### src/verilog/fawp_consts.svh
// fawp_consts.svh: constants of the protection block
`ifndef FAWP_CONSTS_SVH
`define FAWP_CONSTS_SVH

// register indices; byte address is four times the index
`define FAWP_IDX_XWL 24'h0edfb0
`define FAWP_IDX_XWH 24'h0edfb2
`define FAWP_IDX_IWL 24'h0edfb4
`define FAWP_IDX_IWH 24'h0edfb6
`define FAWP_IDX_AP0 24'h0edfb8
`define FAWP_IDX_DIS 24'h0edfbc
`define FAWP_IDX_REN 24'h0edfbe
`define FAWP_IDX_STAT 24'h0edfc0

// fuse memory slots
`define FAWP_SLOTS 7
`define FAWP_SLOT_XWL 3'h0
`define FAWP_SLOT_XWH 3'h1
`define FAWP_SLOT_IWL 3'h2
`define FAWP_SLOT_IWH 3'h3
`define FAWP_SLOT_AP0 3'h4
`define FAWP_SLOT_DIS 3'h5
`define FAWP_SLOT_REN 3'h6
`define FAWP_LAST_SLOT 3'h6

// program sequence steps
`define FAWP_STEP_AP0 2'h0
`define FAWP_STEP_DIS 2'h1
`define FAWP_STEP_REN 2'h2
`define FAWP_STEP_TGT 2'h3

// fuse word values and bit positions
`define FAWP_ERASED 16'hffff
`define FAWP_PROGRAMMED 16'h0000
`define FAWP_BIT_ACC 0
`define FAWP_BIT_DBG 1
`define FAWP_ACC_ONLY 16'h0001

// status register bits
`define FAWP_ST_LOCK 0
`define FAWP_ST_DBG 1
`define FAWP_ST_SUSP 2
`define FAWP_ST_TEMP 3
`define FAWP_ST_LOADED 4

// sector counts per bank
`define FAWP_SEC_B0 4'ha
`define FAWP_SEC_B1 4'h2
`define FAWP_SEC_B2 4'h3
`define FAWP_SEC_B3 4'h2

`endif

### src/verilog/fawp_pkg.sv
// fawp_pkg: types of the protection block
package fawp_pkg;

   typedef enum logic [2:0] {
      RG_PRIMARY_FLASH,
      RG_EXT_FLASH,
      RG_INTERNAL_RAM_SMALL,
      RG_EXTENSION_RAM,
      RG_EXTMEM
   } fawp_region_t;

   typedef enum logic [1:0] {
      AK_READ,
      AK_WRITE,
      AK_JUMP,
      AK_PROGRAM
   } fawp_kind_t;

   typedef struct packed {
      logic valid;
      fawp_kind_t kind;
      fawp_region_t region;
      logic [1:0] bank;
      logic [3:0] sector;
      logic fromPec;
      logic fromTest;
   } fawp_req_t;

   typedef struct packed {
      fawp_region_t region;
      logic [1:0] bank;
   } fawp_fetch_t;

   typedef struct packed {
      logic accLock;
      logic debugEn;
      logic [9:0] bank0Open;
      logic [1:0] bank1Open;
      logic [2:0] bank2Open;
      logic [1:0] bank3Open;
   } fawp_prot_t;

endpackage : fawp_pkg

### src/verilog/fawp_access_check.sv
// fawp_access_check: grant decision for one memory request
`timescale 1ns/1ps
`include "fawp_consts.svh"
module fawp_access_check (
   input wire fawp_pkg::fawp_req_t req,
   input wire fawp_pkg::fawp_fetch_t fetch,
   input wire fawp_pkg::fawp_prot_t prot,
   output logic grant,
   output logic dummy
);

   // sector open test; out-of-range sectors count as locked
   function automatic logic sectorOpen(fawp_pkg::fawp_prot_t p, logic [1:0] bank,
                                       logic [3:0] sec);
      logic r;
      r = 1'b0;
      case (bank)
         2'h0: r = (sec < `FAWP_SEC_B0) ? p.bank0Open[sec] : 1'b0;
         2'h1: r = (sec < `FAWP_SEC_B1) ? p.bank1Open[sec[0]] : 1'b0;
         2'h2: r = (sec < `FAWP_SEC_B2) ? p.bank2Open[sec[1:0]] : 1'b0;
         default: r = (sec < `FAWP_SEC_B3) ? p.bank3Open[sec[0]] : 1'b0;
      endcase
      return r;
   endfunction : sectorOpen

   logic fetchPrimary;
   logic fetchFlash;
   logic dataLocked;
   logic open;

   assign fetchPrimary = (fetch.region == fawp_pkg::RG_PRIMARY_FLASH);
   assign fetchFlash = fetchPrimary || (fetch.region == fawp_pkg::RG_EXT_FLASH);
   assign open = sectorOpen(prot, req.bank, req.sector);
   // while locked, foreign data blocked and transfer channel blocked whatever the fetch
   assign dataLocked = prot.accLock && (!fetchPrimary || req.fromPec);

   // decision per target region and kind
   always_comb begin
      grant = 1'b0;
      dummy = 1'b0;
      if (req.valid) begin
         if (req.fromTest) begin
            // test interface only while debug lock erased
            grant = prot.debugEn;
         end else begin
            case (req.region)
               fawp_pkg::RG_PRIMARY_FLASH: begin
                  case (req.kind)
                     // jumps into primary flash always allowed
                     fawp_pkg::AK_JUMP: grant = 1'b1;
                     // sector lock; other bank may update
                     fawp_pkg::AK_PROGRAM: grant = open && (!prot.accLock || fetchPrimary ||
                        (fetchFlash && fetch.bank != req.bank));
                     default: begin
                        // blocked write drops, blocked read gives dummy data
                        grant = !dataLocked;
                        dummy = dataLocked && (req.kind == fawp_pkg::AK_READ);
                     end
                  endcase
               end
               fawp_pkg::RG_EXT_FLASH: begin
                  grant = (req.kind == fawp_pkg::AK_PROGRAM) ? open : 1'b1;
               end
               default: grant = 1'b1;
            endcase
         end
      end
   end

endmodule : fawp_access_check

### src/verilog/fawp_fuse_mem.sv
// fawp_fuse_mem: one-time-programmable fuse words
`timescale 1ns/1ps
`include "fawp_consts.svh"
module fawp_fuse_mem (
   input wire logic mclk,
   input wire logic rst,
   input wire logic [2:0] rdAddr,
   output logic [15:0] rdData,
   input wire logic wrEn,
   input wire logic [2:0] wrAddr,
   input wire logic [15:0] wrData
);

   // delivered erased; reset never touches the cells
   logic [15:0] cells [0:`FAWP_SLOTS-1] = '{default: `FAWP_ERASED};

   // a fuse can only fall from 1 to 0
   always_ff @(posedge mclk) begin
      if (wrEn) begin
         cells[wrAddr] <= cells[wrAddr] & wrData;
      end
   end

   // registered read port
   always_ff @(posedge mclk or posedge rst) begin
      if (rst) begin
         rdData <= `FAWP_PROGRAMMED;
      end else begin
         rdData <= cells[rdAddr];
      end
   end

endmodule : fawp_fuse_mem

### src/verilog/fawp_top.sv
// fawp_top: flash access and write protection with APB register slave
//
// Functional notes
// - access lock at 0 blocks primary flash data unless fetched from primary flash
// - debug lock 1 allows test bypass, 0 disables test interface
// - disable fuse x at 0 with re-enable x at 1 suspends access lock
// - disable fuse 0 needs debug and access locks programmed
// - disable fuse x needs re-enable fuse x-1 programmed
// - re-enable x programmed, disable x+1 erased restores access lock
// - re-enable fuse x needs disable fuse x programmed
// - sixteen fuse pairs give sixteen lock rounds
// - locked flash: RAM code writes dropped, reads give dummy
// - transfer channel access to protected flash is forbidden; code blocks only its reads and writes, not jumps or programs
// - extension flash has no access protection
// - non-primary fetch while locked: no primary flash data reads or register writes
// - sector write lock programmed at 0 write-protects that sector
// - writing 1 to sector lock lifts it via volatile copy
// - writing 1 lifts access lock only when run from flash
// - after a lift only reset restores or allows programming
// - lift touches only volatile copy; reads show fuses
// - other-bank code may update locked flash without a lift
// - reset forces protections, then fuses copy into seven volatile words
// - fuses are one time programmable, only 1 to 0
//
// The APB register port was chosen for this implementation.
`timescale 1ns/1ps
`include "fawp_consts.svh"
module fawp_top (
   input wire logic mclk,
   input wire logic rst,
   input wire logic psel,
   input wire logic penable,
   input wire logic pwrite,
   input wire logic [31:0] paddr,
   input wire logic [31:0] pwdata,
   output logic [31:0] prdata,
   output logic pready,
   output logic pslverr,
   input wire fawp_pkg::fawp_fetch_t fetch,
   input wire fawp_pkg::fawp_req_t accReq,
   output logic accGrant,
   output logic accDummy,
   output logic testIfEnable,
   output logic accessLockActive
);

   ////////////////////////////////////////////////////////////////////////////
   // types and state

   typedef enum logic [3:0] {
      ST_LOAD_RD,
      ST_LOAD_CAP,
      ST_IDLE,
      ST_RD_CAP,
      ST_PG_RD,
      ST_PG_CAP,
      ST_PG_WR,
      ST_DONE
   } fawp_state_t;

   fawp_state_t state_reg;
   fawp_state_t state_next;
   logic [2:0] loadSlot_reg;
   logic [1:0] step_reg;
   logic [2:0] slot_reg;
   logic [15:0] wdata_reg;
   logic [15:0] vol_reg [0:`FAWP_SLOTS-1];
   logic [15:0] tmp_reg [0:3];
   logic tempDone_reg;
   logic [31:0] prdata_reg;
   logic pslverr_reg;
   logic accGrant_reg;
   logic accDummy_reg;

   logic [2:0] memRdAddr;
   logic [15:0] memRdData;
   logic memWrEn;
   logic setup;
   logic decHit;
   logic statHit;
   logic [2:0] decSlot;
   logic suspended;
   logic accLockEff;
   logic regWriteDenied;
   logic fetchFlash;
   logic [15:0] newZeros;
   logic [15:0] allowMask;
   logic [15:0] liftMask;
   logic refuse;
   logic [15:0] statusWord;
   fawp_pkg::fawp_prot_t prot;
   logic chkGrant;
   logic chkDummy;

   ////////////////////////////////////////////////////////////////////////////
   // helper functions

   // address to fuse slot; aligned low-range words only
   function automatic logic [3:0] decode(logic [31:0] a);
      logic [3:0] r;
      r = 4'h0;
      if (a[1:0] == 2'h0 && a[31:26] == 6'h00) begin
         case (a[25:2])
            `FAWP_IDX_XWL: r = {1'b1, `FAWP_SLOT_XWL};
            `FAWP_IDX_XWH: r = {1'b1, `FAWP_SLOT_XWH};
            `FAWP_IDX_IWL: r = {1'b1, `FAWP_SLOT_IWL};
            `FAWP_IDX_IWH: r = {1'b1, `FAWP_SLOT_IWH};
            `FAWP_IDX_AP0: r = {1'b1, `FAWP_SLOT_AP0};
            `FAWP_IDX_DIS: r = {1'b1, `FAWP_SLOT_DIS};
            `FAWP_IDX_REN: r = {1'b1, `FAWP_SLOT_REN};
            default: r = 4'h0;
         endcase
      end
      return r;
   endfunction : decode

   // slot read at each step of a set protection operation
   function automatic logic [2:0] stepSlot(logic [1:0] step, logic [2:0] target);
      logic [2:0] r;
      case (step)
         `FAWP_STEP_AP0: r = `FAWP_SLOT_AP0;
         `FAWP_STEP_DIS: r = `FAWP_SLOT_DIS;
         `FAWP_STEP_REN: r = `FAWP_SLOT_REN;
         default: r = target;
      endcase
      return r;
   endfunction : stepSlot

   // bits of the target word that the fuse chain lets fall to 0
   function automatic logic [15:0] chainAllow(logic [2:0] slot, logic [15:0] ap0,
                                              logic [15:0] dis, logic [15:0] ren);
      logic [15:0] m;
      m = `FAWP_ERASED;
      case (slot)
         `FAWP_SLOT_DIS: begin
            // first disable fuse needs debug and access lock programmed
            m[0] = (ap0[`FAWP_BIT_DBG] == 1'b0) && (ap0[`FAWP_BIT_ACC] == 1'b0);
            // each later disable fuse follows the previous re-enable
            m[15:1] = ~ren[14:0];
         end
         // re-enable fuse follows its own disable fuse
         `FAWP_SLOT_REN: m = ~dis;
         default: m = `FAWP_ERASED;
      endcase
      return m;
   endfunction : chainAllow

   ////////////////////////////////////////////////////////////////////////////
   // effective protection from the volatile copies

   // lock suspended by any open pair
   assign suspended = |(~vol_reg[`FAWP_SLOT_DIS] & vol_reg[`FAWP_SLOT_REN]);
   // lock in force while its copy reads 0 and no pair suspends it
   assign accLockEff = !vol_reg[`FAWP_SLOT_AP0][`FAWP_BIT_ACC] && !suspended;

   // copies reset to 0, so all locks hold until loaded
   assign prot.accLock = accLockEff;
   assign prot.debugEn = vol_reg[`FAWP_SLOT_AP0][`FAWP_BIT_DBG];
   // sector open only while its volatile copy is 1
   assign prot.bank0Open = vol_reg[`FAWP_SLOT_IWL][9:0];
   assign prot.bank1Open = vol_reg[`FAWP_SLOT_IWH][1:0];
   assign prot.bank2Open = vol_reg[`FAWP_SLOT_XWL][2:0];
   assign prot.bank3Open = vol_reg[`FAWP_SLOT_XWH][1:0];

   fawp_access_check u_check (
      .req(accReq),
      .fetch(fetch),
      .prot(prot),
      .grant(chkGrant),
      .dummy(chkDummy)
   );

   fawp_fuse_mem u_mem (
      .mclk(mclk),
      .rst(rst),
      .rdAddr(memRdAddr),
      .rdData(memRdData),
      .wrEn(memWrEn),
      .wrAddr(slot_reg),
      .wrData(wdata_reg)
   );

   ////////////////////////////////////////////////////////////////////////////
   // bus decode and set protection evaluation

   assign setup = psel && !penable;
   assign {decHit, decSlot} = decode(paddr);
   assign statHit = (paddr[1:0] == 2'h0) && (paddr[31:26] == 6'h00) &&
                    (paddr[25:2] == `FAWP_IDX_STAT);
   assign fetchFlash = (fetch.region == fawp_pkg::RG_PRIMARY_FLASH) ||
                       (fetch.region == fawp_pkg::RG_EXT_FLASH);

   // flash register writes need a primary flash fetch while locked
   assign regWriteDenied = accLockEff && (fetch.region != fawp_pkg::RG_PRIMARY_FLASH);

   // fuses the write would newly program
   assign newZeros = tmp_reg[`FAWP_STEP_TGT] & ~wdata_reg;
   assign allowMask = chainAllow(slot_reg, tmp_reg[`FAWP_STEP_AP0],
                                 tmp_reg[`FAWP_STEP_DIS], tmp_reg[`FAWP_STEP_REN]);

   // bits a 1 may lift; chain fuses have no volatile meaning
   always_comb begin
      liftMask = `FAWP_PROGRAMMED;
      case (slot_reg)
         // access lock lifts only for code running from flash
         `FAWP_SLOT_AP0: liftMask = fetchFlash ? `FAWP_ACC_ONLY : `FAWP_PROGRAMMED;
         `FAWP_SLOT_DIS: liftMask = `FAWP_PROGRAMMED;
         `FAWP_SLOT_REN: liftMask = `FAWP_PROGRAMMED;
         // sector locks lift by writing 1
         default: liftMask = `FAWP_ERASED;
      endcase
   end

   // no programming after a temporary unprotection until reset
   assign refuse = (|(newZeros & ~allowMask)) || (tempDone_reg && (|newZeros)) ||
                   regWriteDenied;
   // the memory ands the new zeros into the cells
   assign memWrEn = (state_reg == ST_PG_WR) && !refuse && (|newZeros);

   // fuse memory read address
   always_comb begin
      case (state_reg)
         ST_LOAD_RD: memRdAddr = loadSlot_reg;
         ST_IDLE: memRdAddr = decSlot;
         ST_PG_RD: memRdAddr = stepSlot(step_reg, slot_reg);
         default: memRdAddr = `FAWP_SLOT_XWL;
      endcase
   end

   // status word: block state, not fuse contents
   always_comb begin
      statusWord = 16'h0000;
      statusWord[`FAWP_ST_LOCK] = accLockEff;
      statusWord[`FAWP_ST_DBG] = prot.debugEn;
      statusWord[`FAWP_ST_SUSP] = suspended;
      statusWord[`FAWP_ST_TEMP] = tempDone_reg;
      statusWord[`FAWP_ST_LOADED] = (state_reg != ST_LOAD_RD) && (state_reg != ST_LOAD_CAP);
   end

   ////////////////////////////////////////////////////////////////////////////
   // control state machine

   // next state; setup is seen only in ST_IDLE, so a request begun during the load never gets pready
   always_comb begin
      state_next = state_reg;
      case (state_reg)
         ST_LOAD_RD: state_next = ST_LOAD_CAP;
         ST_LOAD_CAP: state_next = (loadSlot_reg == `FAWP_LAST_SLOT) ? ST_IDLE : ST_LOAD_RD;
         ST_IDLE: begin
            if (setup) begin
               if (decHit) begin
                  state_next = pwrite ? ST_PG_RD : ST_RD_CAP;
               end else begin
                  state_next = ST_DONE;
               end
            end
         end
         ST_RD_CAP: state_next = ST_DONE;
         ST_PG_RD: state_next = ST_PG_CAP;
         ST_PG_CAP: state_next = (step_reg == `FAWP_STEP_TGT) ? ST_PG_WR : ST_PG_RD;
         ST_PG_WR: state_next = ST_DONE;
         ST_DONE: state_next = ST_IDLE;
         default: state_next = ST_IDLE;
      endcase
   end

   always_ff @(posedge mclk or posedge rst) begin
      if (rst) begin
         state_reg <= ST_LOAD_RD;
      end else begin
         state_reg <= state_next;
      end
   end

   // walk the seven slots once after reset
   always_ff @(posedge mclk or posedge rst) begin
      if (rst) begin
         loadSlot_reg <= `FAWP_SLOT_XWL;
      end else if (state_reg == ST_LOAD_CAP && loadSlot_reg != `FAWP_LAST_SLOT) begin
         loadSlot_reg <= loadSlot_reg + 3'h1;
      end
   end

   // program step counter and captured request
   always_ff @(posedge mclk or posedge rst) begin
      if (rst) begin
         step_reg <= `FAWP_STEP_AP0;
         slot_reg <= `FAWP_SLOT_XWL;
         wdata_reg <= `FAWP_ERASED;
      end else if (state_reg == ST_IDLE && setup) begin
         step_reg <= `FAWP_STEP_AP0;
         slot_reg <= decSlot;
         wdata_reg <= pwdata[15:0];
      end else if (state_reg == ST_PG_CAP && step_reg != `FAWP_STEP_TGT) begin
         step_reg <= step_reg + 2'h1;
      end
   end

   // fuse words read back for the chain check
   always_ff @(posedge mclk or posedge rst) begin
      if (rst) begin
         for (int i = 0; i < 4; i++) begin
            tmp_reg[i] <= `FAWP_ERASED;
         end
      end else if (state_reg == ST_PG_CAP) begin
         tmp_reg[step_reg] <= memRdData;
      end
   end

   // forced to 0 during reset, then loaded from the fuses
   // a lift sets only the volatile copy; fuse cells keep their 0
   always_ff @(posedge mclk or posedge rst) begin
      if (rst) begin
         for (int i = 0; i < `FAWP_SLOTS; i++) begin
            vol_reg[i] <= `FAWP_PROGRAMMED;
         end
      end else if (state_reg == ST_LOAD_CAP) begin
         vol_reg[loadSlot_reg] <= memRdData;
      end else if (state_reg == ST_PG_WR && !refuse) begin
         vol_reg[slot_reg] <= vol_reg[slot_reg] | (wdata_reg & liftMask);
      end
   end

   // sticky until reset once any programmed fuse was lifted
   always_ff @(posedge mclk or posedge rst) begin
      if (rst) begin
         tempDone_reg <= 1'b0;
      end else if (state_reg == ST_PG_WR && !refuse &&
                   (|(wdata_reg & liftMask & ~tmp_reg[`FAWP_STEP_TGT]))) begin
         tempDone_reg <= 1'b1;
      end
   end

   ////////////////////////////////////////////////////////////////////////////
   // bus answer

   // fuse register reads show fuse cells, never a lift; status reads show block state
   always_ff @(posedge mclk or posedge rst) begin
      if (rst) begin
         prdata_reg <= 32'h0000_0000;
         pslverr_reg <= 1'b0;
      end else begin
         case (state_reg)
            ST_IDLE: begin
               if (setup) begin
                  prdata_reg <= (statHit && !pwrite) ? {16'h0000, statusWord} : 32'h0000_0000;
                  // unmapped addresses and writes to status fail
                  pslverr_reg <= !decHit && !(statHit && !pwrite);
               end
            end
            ST_RD_CAP: prdata_reg <= {16'h0000, memRdData};
            ST_PG_WR: pslverr_reg <= refuse;
            default: pslverr_reg <= pslverr_reg;
         endcase
      end
   end

   assign prdata = prdata_reg;
   assign pready = (state_reg == ST_DONE);
   assign pslverr = (state_reg == ST_DONE) && pslverr_reg;

   ////////////////////////////////////////////////////////////////////////////
   // memory request decision

   // one cycle of latency traded for a clean flop-driven grant
   always_ff @(posedge mclk or posedge rst) begin
      if (rst) begin
         accGrant_reg <= 1'b0;
         accDummy_reg <= 1'b0;
      end else begin
         accGrant_reg <= chkGrant;
         accDummy_reg <= chkDummy;
      end
   end

   assign accGrant = accGrant_reg;
   assign accDummy = accDummy_reg;
   // test interface follows the debug lock copy
   assign testIfEnable = prot.debugEn;
   assign accessLockActive = accLockEff;

endmodule : fawp_top
### config.mk
export PLATFORM = sky130hd
export DESIGN_NAME = fawp_top
export DESIGN_NICKNAME = d
export VERILOG_FILES = /design/src/verilog/fawp_pkg.sv /design/src/verilog/fawp_access_check.sv /design/src/verilog/fawp_fuse_mem.sv /design/src/verilog/fawp_top.sv
export VERILOG_INCLUDE_DIRS = /design/src /design/src/verilog
export SDC_FILE = /design/constraint.sdc
export NUM_CORES = 1
export LEC_CHECK = 0
export BUFFER_PORTS_ARGS = -buffer_cell sky130_fd_sc_hd__clkbuf_2
export CORE_ASPECT_RATIO = 1.4
export CORE_UTILIZATION = 60
export DETAILED_ROUTE_END_ITERATION = 12
export HOLD_SLACK_MARGIN = 0.15
export PLACE_DENSITY = 0.85
export SETUP_SLACK_MARGIN = 0.2
export SYNTH_ARGS = -nofsm -noshare
export SYNTH_HDL_FRONTEND = slang
export SYNTH_HIERARCHICAL = 1
export SYNTH_SLANG_ARGS = --single-unit
### constraint.sdc
create_clock -name mclk -period 7.64 [get_ports mclk]
set_clock_uncertainty 0.05 [all_clocks]
set_input_delay 1.146 -clock mclk [delete_from_list [all_inputs] [get_ports mclk]]
set_output_delay 1.146 -clock mclk [all_outputs]
set_load 0.02 [all_outputs]
==> Word-level counts from Yosys, hierarchy flattened <==
Memories as Yosys holds them, arrays and structs flattened. A register that Yosys moved wholly into a read port is not among the register bits.
Index checks and enable logic that the tools add are counted.
{ "word_totals": {"register_bits": 240, "latch_bits": 0, "mem_bits_rw": 112, "rom_bits": 0, "input_bits": 88, "output_inout_bits": 38, "word_cells": 208, "mem_count": 1} }
{ "op_classes": {"add_sub_neg": 2, "multipliers": 0, "div_mod_pow": 0, "order_cmp": 12, "n_eq_ne": 33, "shift": 0, "mux": 58, "bitwise": 18, "n_reduce_logical": 63} }
{ "mem_list": {"columns": ["memory", "depth", "word_bits", "rd", "rd_clocked_by_memory_dff", "write_ports", "line", "text"], "rows": [
  ["u_mem.cells", 7, 16, 2, 1, 1, "fawp_fuse_mem.sv:15", "logic [15:0] cells [0:`FAWP_SLOTS-1] = '{default: `FAWP_ERASED};"]
]} }
{ "ops": {"columns": ["cell", "n"], "rows": [
  ["112-bit bitwise mux", 2],
  ["112-bit two-way mux", 2],
  ["24-bit by 20-bit == test with 1-bit output (second input constant)", 8],
  ["16-bit AND", 6],
  ["16-bit demux with 3-bit select", 2],
  ["16-bit two-way mux", 5],
  ["16-bit NOT", 5],
  ["64-bit bitwise mux", 1],
  ["16-bit one-hot mux with 2 select lines", 2],
  ["32-bit one-hot mux with 2 select lines", 1],
  ["16-bit OR reduction", 4],
  ["16-bit binary-select mux with 3-bit select", 1],
  ["16-bit demux with 2-bit select", 1],
  ["32-bit two-way mux", 1],
  ["4-bit one-hot mux with 7 select lines", 1],
  ["1-bit logical AND", 24],
  ["4-bit one-hot mux with 6 select lines", 1],
  ["1-bit two-way mux", 21],
  ["3-bit one-hot mux with 3 select lines", 2],
  ["4-bit by 3-bit == test with 1-bit output (second input constant)", 4],
  ["16-bit bitwise OR", 1],
  ["15-bit NOT", 1],
  ["3-bit == test (second input constant)", 4],
  ["2-bit == test (second input constant)", 5],
  ["other kinds (41)", 81]
]} }

==> Longest topological paths before layout <==
Gate-level depths: netlist of run 1.
{ "logic_depth": {"word_depth": 13, "mapped_depth": 14, "mapped_depth_nobuf": 9} }

==> Hierarchy <==
Netlist of run 1, hierarchy kept.
{ "modules_own_cells": {"columns": ["mod", "instances", "cells_each", "area_per_inst_um2", "seq_area_each_um2"], "rows": [
  ["fawp_top", 1, 911, 9435.3, 4535.6],
  ["fawp_fuse_mem", 1, 365, 5806.8, 3763.6],
  ["fawp_access_check", 1, 34, 305.3, 0.0]
]} }

==> Worst setup path after synthesis of run 1 <==
OpenSTA, ideal clock, no wires.
{ "synth_timing": {"path_kind": "register to register", "start": "register slot_reg[0]", "end": "memory u_mem.cells[0][0], enable pin", "setup_time_ns": 0.409, "t_arrival_ns": 3.453, "t_required_ns": 7.181, "path_slack_ns": 3.728, "path_stages_with_launch": 12, "path_buffers": 2, "synth_period_minus_slack_ns": 3.912, "cell_sequence": "dfrtp_1 > buf_2 > nand3b_1 > clkbuf_1 > o21a_1 > a221oi_1 > o2111ai_1 > nor4_1 > o21ai_0 > nor2b_1 > nand2b_1 > nor3_1"} }
{ "synth_via": {"elab_chain_cells": 12, "word_cells_on_any_way": 13, "classes_between": "eq/ne: 2; mux: 3; bitwise: 2; reduce/logical: 6"} }
{ "synth_rtl": {"columns": ["element", "line", "text"], "rows": [
  ["start, declared", "fawp_top.sv:65", "logic [2:0] slot_reg;"],
  ["start signal, assigned", "fawp_top.sv:288", "slot_reg <= `FAWP_SLOT_XWL;"],
  ["start signal, assigned", "fawp_top.sv:292", "slot_reg <= decSlot;"],
  ["3-bit == test", "fawp_top.sv:134", "case (slot)"],
  ["16-bit one-hot mux with 2 select lines (*)", "fawp_top.sv:134", null],
  ["16-bit NOT (*)", "fawp_top.sv:215", "assign refuse = (|(newZeros & ~allowMask)) || (tempDone_reg && (|newZeros)) ||"],
  ["16-bit AND (*)", "fawp_top.sv:215", null],
  ["16-bit OR reduction (*)", "fawp_top.sv:215", null],
  ["1-bit logical OR (*) (2 in a row)", "fawp_top.sv:215", null],
  ["1-bit logical NOT (*)", "fawp_top.sv:218", "assign memWrEn = (state_reg == ST_PG_WR) && !refuse && (|newZeros);"],
  ["1-bit logical AND (*) (2 in a row)", "fawp_top.sv:218", null],
  ["named net memWrEn", "fawp_top.sv:77", "logic memWrEn;"],
  ["1-bit two-way mux (*)", "fawp_fuse_mem.sv:19", "if (wrEn) begin"],
  ["1-bit two-way mux (implied by the code) (*)", "fawp_fuse_mem.sv:20", "cells[wrAddr] <= cells[wrAddr] & wrData;"],
  ["end, declared", "fawp_fuse_mem.sv:15", null]
]} }
The timed path passes the listed nets; every way through them passes the cells marked *.

==> Final worst setup path of run 1 <==
{ "layout_timing": {"start": "register slot_reg[0]", "end": "memory u_mem.cells[1][8], enable pin"} }
The elaborated chain is that of the path after synthesis.

==> key figures, run 1 <==
Finish
  • Fillers: 1791
  • Number of flip-flops in the largest register: 112
  • P&R area growth vs syn: 9.61%
  • # diodes: 0
  • # nets final: 1453
  • Share of cells above drive strength 1: between 20 and 30%

STA
  • RSZ-0062 raised after global routing: no
  • Hold Violations, Final: 0
  • Worst hold margin: 0.424 ns
  • # setup viols final: 0
  • Setup ws final: 2.10 ns
  • Slew HR: 19.0%
  • Final period util: approximately 72%
  • Slew Viols, Final: 0
  • Setup TNS: 0 ns
  • Final worst path period need: 5.54 ns
  • Actual slew at the worst max-slew pin: about 1.2 ns
  • F_max: between 0.15 and 0.2 GHz

Pwr
  • P_int: roughly 3.8 mW
  • Flop pwr share: a little under half
  • Sw Pwr: between 1.5 and 2 mW
  • Comb pwr share: 27.3%
  • Power per standard cell area: around 330 mW/mm^2
  • Static Leak: ~6.6 nW
  • Clock share of power: 26.1%
  • Design Power: between 5 and 6 mW
  • Switching Share: 33.8%
  • Maximum vdd drop: 0.000250 V

Yosys
  • Post-synthesis register bit count: approximately 300
  • Syn Inst Count: roughly 1300
  • Synth Cell Area: ~0.016 mm^2
  • Top-area cell type share of the netlist area: 21.6%
  • Asr flop ratio synth: ~63%
  • Syn avg cell area: between 10 and 15 um^2
  • Synth Warn #: 6
  • Library cells used by synthesis: 86
  • Post-synth EDFFs: around 110
  • Synth Flop Type: dfrtp_1
  • Ranking of synthesized cells by area: edfxtp_1 22%, dfrtp_1 21%, dfstp_2 11%, mux2_2 7.9%, mux2i_1 3.8%
  • Register area share after synthesis: a little over half
  • Synth area leader: edfxtp_1

GRT
  • Grt ovf: 0
  • First-pass GRT wire length: between 60 and 70 mm
  • Pin count of the biggest net entering global routing: about 120
  • Vias in the first global route: 11980
  • Initial antenna violation count: 0
  • GRT Overall Usage: approximately 32%

Detailed routing
  • DR iter-0 viols: 1015
  • Routed len/inst: approximately 25 um
  • Via count: roughly 11000
  • DRC viols: 0
  • Post-route ant nets: 0
  • DR vias/cell: ~6.7
  • Pre-antenna DRT Iters: 7
  • Drt total wl: 41.9 mm

Clock network
  • Clock Pin Slew Worst Setup and Hold Paths: 0.06 ns
  • CTS max path bufs: 3
  • Post-cts sizing count: 0
  • Root buffer cell: clkbuf_16
  • H-tree levels: 1
  • Cts hold-fix bufs: 0
  • Num Clock Sinks: 306
  • TritonCTS clock tree: done
  • CTS buffer count: 31
  • Post-CTS Setup Inserts: 0
  • Clk Latency, worst-skew pair: between 0.5 and 0.6 ns

Placement
  • Placer Congestion: between 0.9 and 1
  • HPWL after detailed placement: between 20 and 30 mm
  • Place WS: about 2.3 ns
  • PortBufs: 93

Critical path
  • Setup slack, reg-to-reg: approximately 2.1 ns
  • Worst setup EP type: register
  • CP max-delay cell: dfrtp_2
  • Crit path largest cell delay: 1.00 ns
  • Crit-path most repeated cell: o21ai_0
  • CP required: between 7 and 8 ns
  • R2r worst-path depth: 10
  • Arr. time, crit path: ~5.7 ns
  • Worst-path cell chain: nand3b_1 -> o21ai_0 -> o2111a_1 -> o2111ai_1 -> nor4_1 -> o21ai_0 -> nor2b_1 -> nand2b_1 -> nor2_1 -> buf_4
  • RR Endpoint: u_mem/cells[1][8]
  • CP Class: register to register
  • CP max FO: 40
  • Reg2reg start: slot_reg[0]
  • Element type at the critical path start: register

Die
  • Row cnt: a little under 70
  • Die H: 192 um
  • Die footprint: between 0.02 and 0.03 mm^2
  • I/O pins: approximately 130
  • Starting Density: between 60% and 70%
  • Core Region: approximately 0.025 mm^2
  • Die X: 138 um

Hold path
  • Hold Crit Depth: 2
  • Worst hold path class: register to register
  • Hold_sp: vol_reg[26]
  • WHS Endpoint: vol_reg[26]

Run status
  • Outcome: complete, no violations

Flow run
  • Max Cap Violations: 0
## cell usage after synthesis, drive strengths merged, types with 4 or more instances
cell type  count
o21ai         67
o221ai        19
nand3b         9
o21a          19
nor2b         26
edfxtp       112
xnor2          4
a21boi         5
or3            7
buf           56
mux2         128
o211ai        11
clkbuf        54
dfrtp        129
o22ai         48
mux4          26
a31o           5
o2111ai        5
nand3         26
ha             6
inv           50
a21oi         38
nand2        132
nor2          54
dfstp         65
nand4          5
a22oi          5
nor3          14
nor4          12
a31oi          7
mux2i         59
a221oi         4
nand2b        31
o2bb2ai       14
and2           8
## worst max-delay path, delay by kind of cell, from the launching register on
kind / cells / cell delay [ns]
compound gates: 4 / 1.23
simple gates: 5 / 2.54
flops: 1 / 1.00
buf+inv: 1 / 0.36
## through the flow
step	util (%)	instances	area (um^2)
after floorplan	-	1325	15600
after global placement	63.2	1645	16000
after detailed placement	63.2	1645	16000
after CTS	67.1	1703	17000
after global routing	67.1	1703	17000
final	67.1	1703	17000
## power by group through the flow
stage                     clock [mW]  sequential, mW  combinational (mW)
after floorplan                    0            2.50                1.13
after global placement             0            2.63                1.44
after detailed placement           0            2.65                1.50
after CTS                       1.49            2.63                1.52
after global routing            1.55            2.68                1.66
final                           1.48            2.65                1.55
## cell type report
cell class	instances	area, um^2	area share (%)
sequential	306	8300	48.7
multi-input combinational	859	6540	38.4
clock buffer	42	888	5.21
timing repair buffer	111	601	3.52
tap	319	399	2.34
inverter	50	193	1.13
clock inverter	16	114	0.668
## routing by layer
| metal | up-vias | share of wire, % | track usage (%) |
|---|---|---|---|
| li1 | 4913 | - | - |
| met5 | - | 0 | 0 |
| met4 | 0 | 5.6 | 18.5 |
| met2 | 657 | 50 | 56.0 |
| met3 | 175 | 8.2 | 4.71 |
| met1 | 5694 | 36 | 37.9 |
## worst max-delay path by stage
stage                start                 to  slack, ns  cells after the start
5_1_grt        slot_reg[0]  u_mem/cells[1][8]       1.77                     10
6_report       slot_reg[0]  u_mem/cells[1][8]       2.10                     10
3_5_place_dp   slot_reg[0]  u_mem/cells[1][1]       2.32                     10
3_3_place_gp   slot_reg[0]  u_mem/cells[1][0]       2.50                     10
4_1_cts        slot_reg[0]  u_mem/cells[1][8]       2.22                     10
2_1_floorplan          rst           accDummy       1.72                      1
## cells by family after synthesis
logic type / Yosys count / share of synthesized area (%)
DFF: 306 / 53.4
other: 1 / 0.0241
buffers and inverters: 160 / 5.17
and+or+nand+nor: 340 / 11.0
adders and majority gates: 6 / 0.483
AOI/OAI and AO/OA: 280 / 12.3
xor gates and xnor gates: 4 / 0.225
muxes: 213 / 17.4
## cell usage in the layout, fill, tap and decap left out, types with 11 or more instances in the layout
cell,n
mux4_2,21
o211ai_1,11
inv_1,49
o21a_1,19
o221ai_1,19
nand2b_1,31
mux2i_1,59
clkbuf_16,32
buf_4,18
mux2_2,109
o22ai_1,48
nand2_1,132
nor2_1,53
o21ai_0,67
nand3_1,26
conb_1,16
a21oi_1,37
nor2b_1,25
mux2_4,19
dfstp_2,65
dfrtp_1,126
nor4_1,11
o2bb2ai_1,12
edfxtp_1,112
clkbuf_2,93
Note: power is estimated with default switching activity, not from simulation.
==> run 2: changes to the inputs <==
==> constraint.sdc (replaced) <==
create_clock -name mclk -period 5.24 [get_ports mclk]
set_clock_uncertainty 0.05 [all_clocks]
set_input_delay 0.786 -clock mclk [delete_from_list [all_inputs] [get_ports mclk]]
set_output_delay 0.786 -clock mclk [all_outputs]
set_load 0.02 [all_outputs]
==> key figures, run 2 (synthesized netlist as in run 1, its figures left out) <==
Run status
  • Outcome: complete, no violations

Finish
  • Post-route cell area: between 0.015 and 0.02 mm^2
  • # nets final: between 1000 and 1500
  • P&R area growth vs syn: 9.16%
  • Commonest non-fill, non-tap cells in the layout: 132 x nand2_1, 126 x dfrtp_1, 112 x edfxtp_1
  • Number of flip-flops in the largest register: about 110
  • Most common cell after layout, fill and taps aside: nand2_1
  • Non-filler cells, final: about 1700
  • Share of cells above drive strength 1: between 20 and 30%

Critical path
  • Arr. time, crit path: ~4.5 ns
  • CP Class: register to register
  • Element type at the critical path start: register
  • Worst setup EP type: register
  • CP max FO: 18
  • CP required: about 5.4 ns

Flow run
  • Max Cap Violations: 0

STA
  • Actual slew at the worst max-slew pin: between 1 and 1.5 ns
  • Slew Viols, Final: 0
  • Final worst path period need: 4.28 ns
  • Slew HR: a little over a fifth
  • Setup ws final: about 0.96 ns
  • Final period util: between 80% and 90%
  • Setup TNS: 0 ns
  • F_max: approximately 0.23 GHz
  • Hold Violations, Final: 0
  • # setup viols final: 0
  • RSZ-0062 raised after global routing: no

Detailed routing
  • DRC viols: 0
  • Drt total wl: about 40 mm
  • Via count: 11345
  • Routed len/inst: 24.1 um
  • DR vias/cell: between 6 and 7
  • Pre-antenna DRT Iters: 5
  • DR iter-0 viols: ~1100
  • Post-route ant nets: 0

Die
  • Die footprint: between 0.02 and 0.03 mm^2
  • Row cnt: between 60 and 70
  • Core Region: 0.0254 mm^2
  • Die H: ~190 um
  • Die X: 138 um
  • Starting Density: approximately 60%
  • I/O pins: 126

GRT
  • First-pass GRT wire length: roughly 63 mm
  • Initial antenna violation count: 0
  • Grt ovf: 0
  • GRT Overall Usage: a little under a third
  • Vias in the first global route: between 10000 and 15000
  • Pin count of the biggest net entering global routing: between 100 and 150

Clock network
  • Clk Latency, worst-skew pair: between 0.5 and 0.6 ns
  • Post-CTS Setup Inserts: 0
  • Post-cts sizing count: 0
  • Cts hold-fix bufs: 0
  • Root buffer cell: clkbuf_16
  • CTS max path bufs: 3
  • Clock Pin Slew Worst Setup and Hold Paths: about 0.06 ns
  • Num Clock Sinks: about 310
  • TritonCTS clock tree: done
  • CTS buffer count: 29
  • H-tree levels: 1

Pwr
  • Static Leak: about 6.6 nW
  • Power per standard cell area: between 400 and 500 mW/mm^2
  • Maximum vdd drop: between 0.0003 and 0.0004 V
  • Design Power: 8.11 mW

Placement
  • Placed cell count: around 1600
  • Place WS: approximately 1.3 ns
  • HPWL after detailed placement: about 27 mm
  • Placer Congestion: about 0.94
  • PortBufs: between 90 and 100
  • Placement Cell Area: approximately 0.016 mm^2

Hold path
  • Worst hold path class: input port to register
run 2: cell types whose count changed in the layout (fill, tap and decap cells not counted), moves of 3 or more:
| cell | previous run | this run |
|---|---|---|
| buf_4 | 18 | 21 |
| clkbuf_16 | 32 | 29 |
| clkbuf_8 | 5 | 0 |
| clkinvlp_2 | 0 | 4 |
run 2: layout make-up:
cell class	count	area [um^2]
antenna	1	2.50
multi-input combinational	859	6540
inverter	50	191
timing repair buffer	115	643
tap	319	399
fill	1818	8410
clock buffer	35	748
sequential	306	8300
clock inverter	19	145
run 2: critical path, stage by stage, from the launching register on:
cell and delay, ns:
dfrtp_2 0.56, nand3b_1 0.61, o31ai_1 0.74, o2111ai_1 0.18, nor4_1 0.49, o21ai_0 0.33, nor2b_1 0.32, nand2b_1 0.18
nor2_1 0.14, buf_4 0.32
run 2: path summary, 6_finish.rpt:
path / start / end / slack [ns] / cells after the start
worst max-delay path: slot_reg[1] / u_mem/cells[1][10] / 0.96 / 9
worst min-delay path: pwdata[0] / wdata_reg[0] / 0.34 / 3
worst max register to register: slot_reg[1] / u_mem/cells[1][10] / 0.96 / 9
worst min register to register: vol_reg[26] / vol_reg[26] / 0.44 / 2
max in group asynchronous: rst / prdata[10] / 3.59 / 3
min in group asynchronous: rst / u_mem/rdData[15] / 0.35 / 2
run 2: report_power, final:
part	total, mW	internal [mW]	switching [mW]
clock network	2.00	1.11	0.891
registers	3.86	3.27	0.596
logic	2.24	0.977	1.27
total	8.11	5.36	2.76
run 2: metal layers:
metal	vias to the layer above	global-route usage, %	share of wire [%]
met3	179	4.42	8.9
met4	0	18.3	5.2
met5	-	0	0
li1	4924	-	-
met2	644	54.2	51
met1	5598	36.9	35
run 2: stage by stage:
step	hold WS, ns	util (%)
3_3_place_gp	0.392	63.3
5_1_grt	0.351	66.9
6_report	0.343	66.9
3_5_place_dp	0.427	63.3
4_1_cts	0.342	66.9
2_1_floorplan	0.380	-
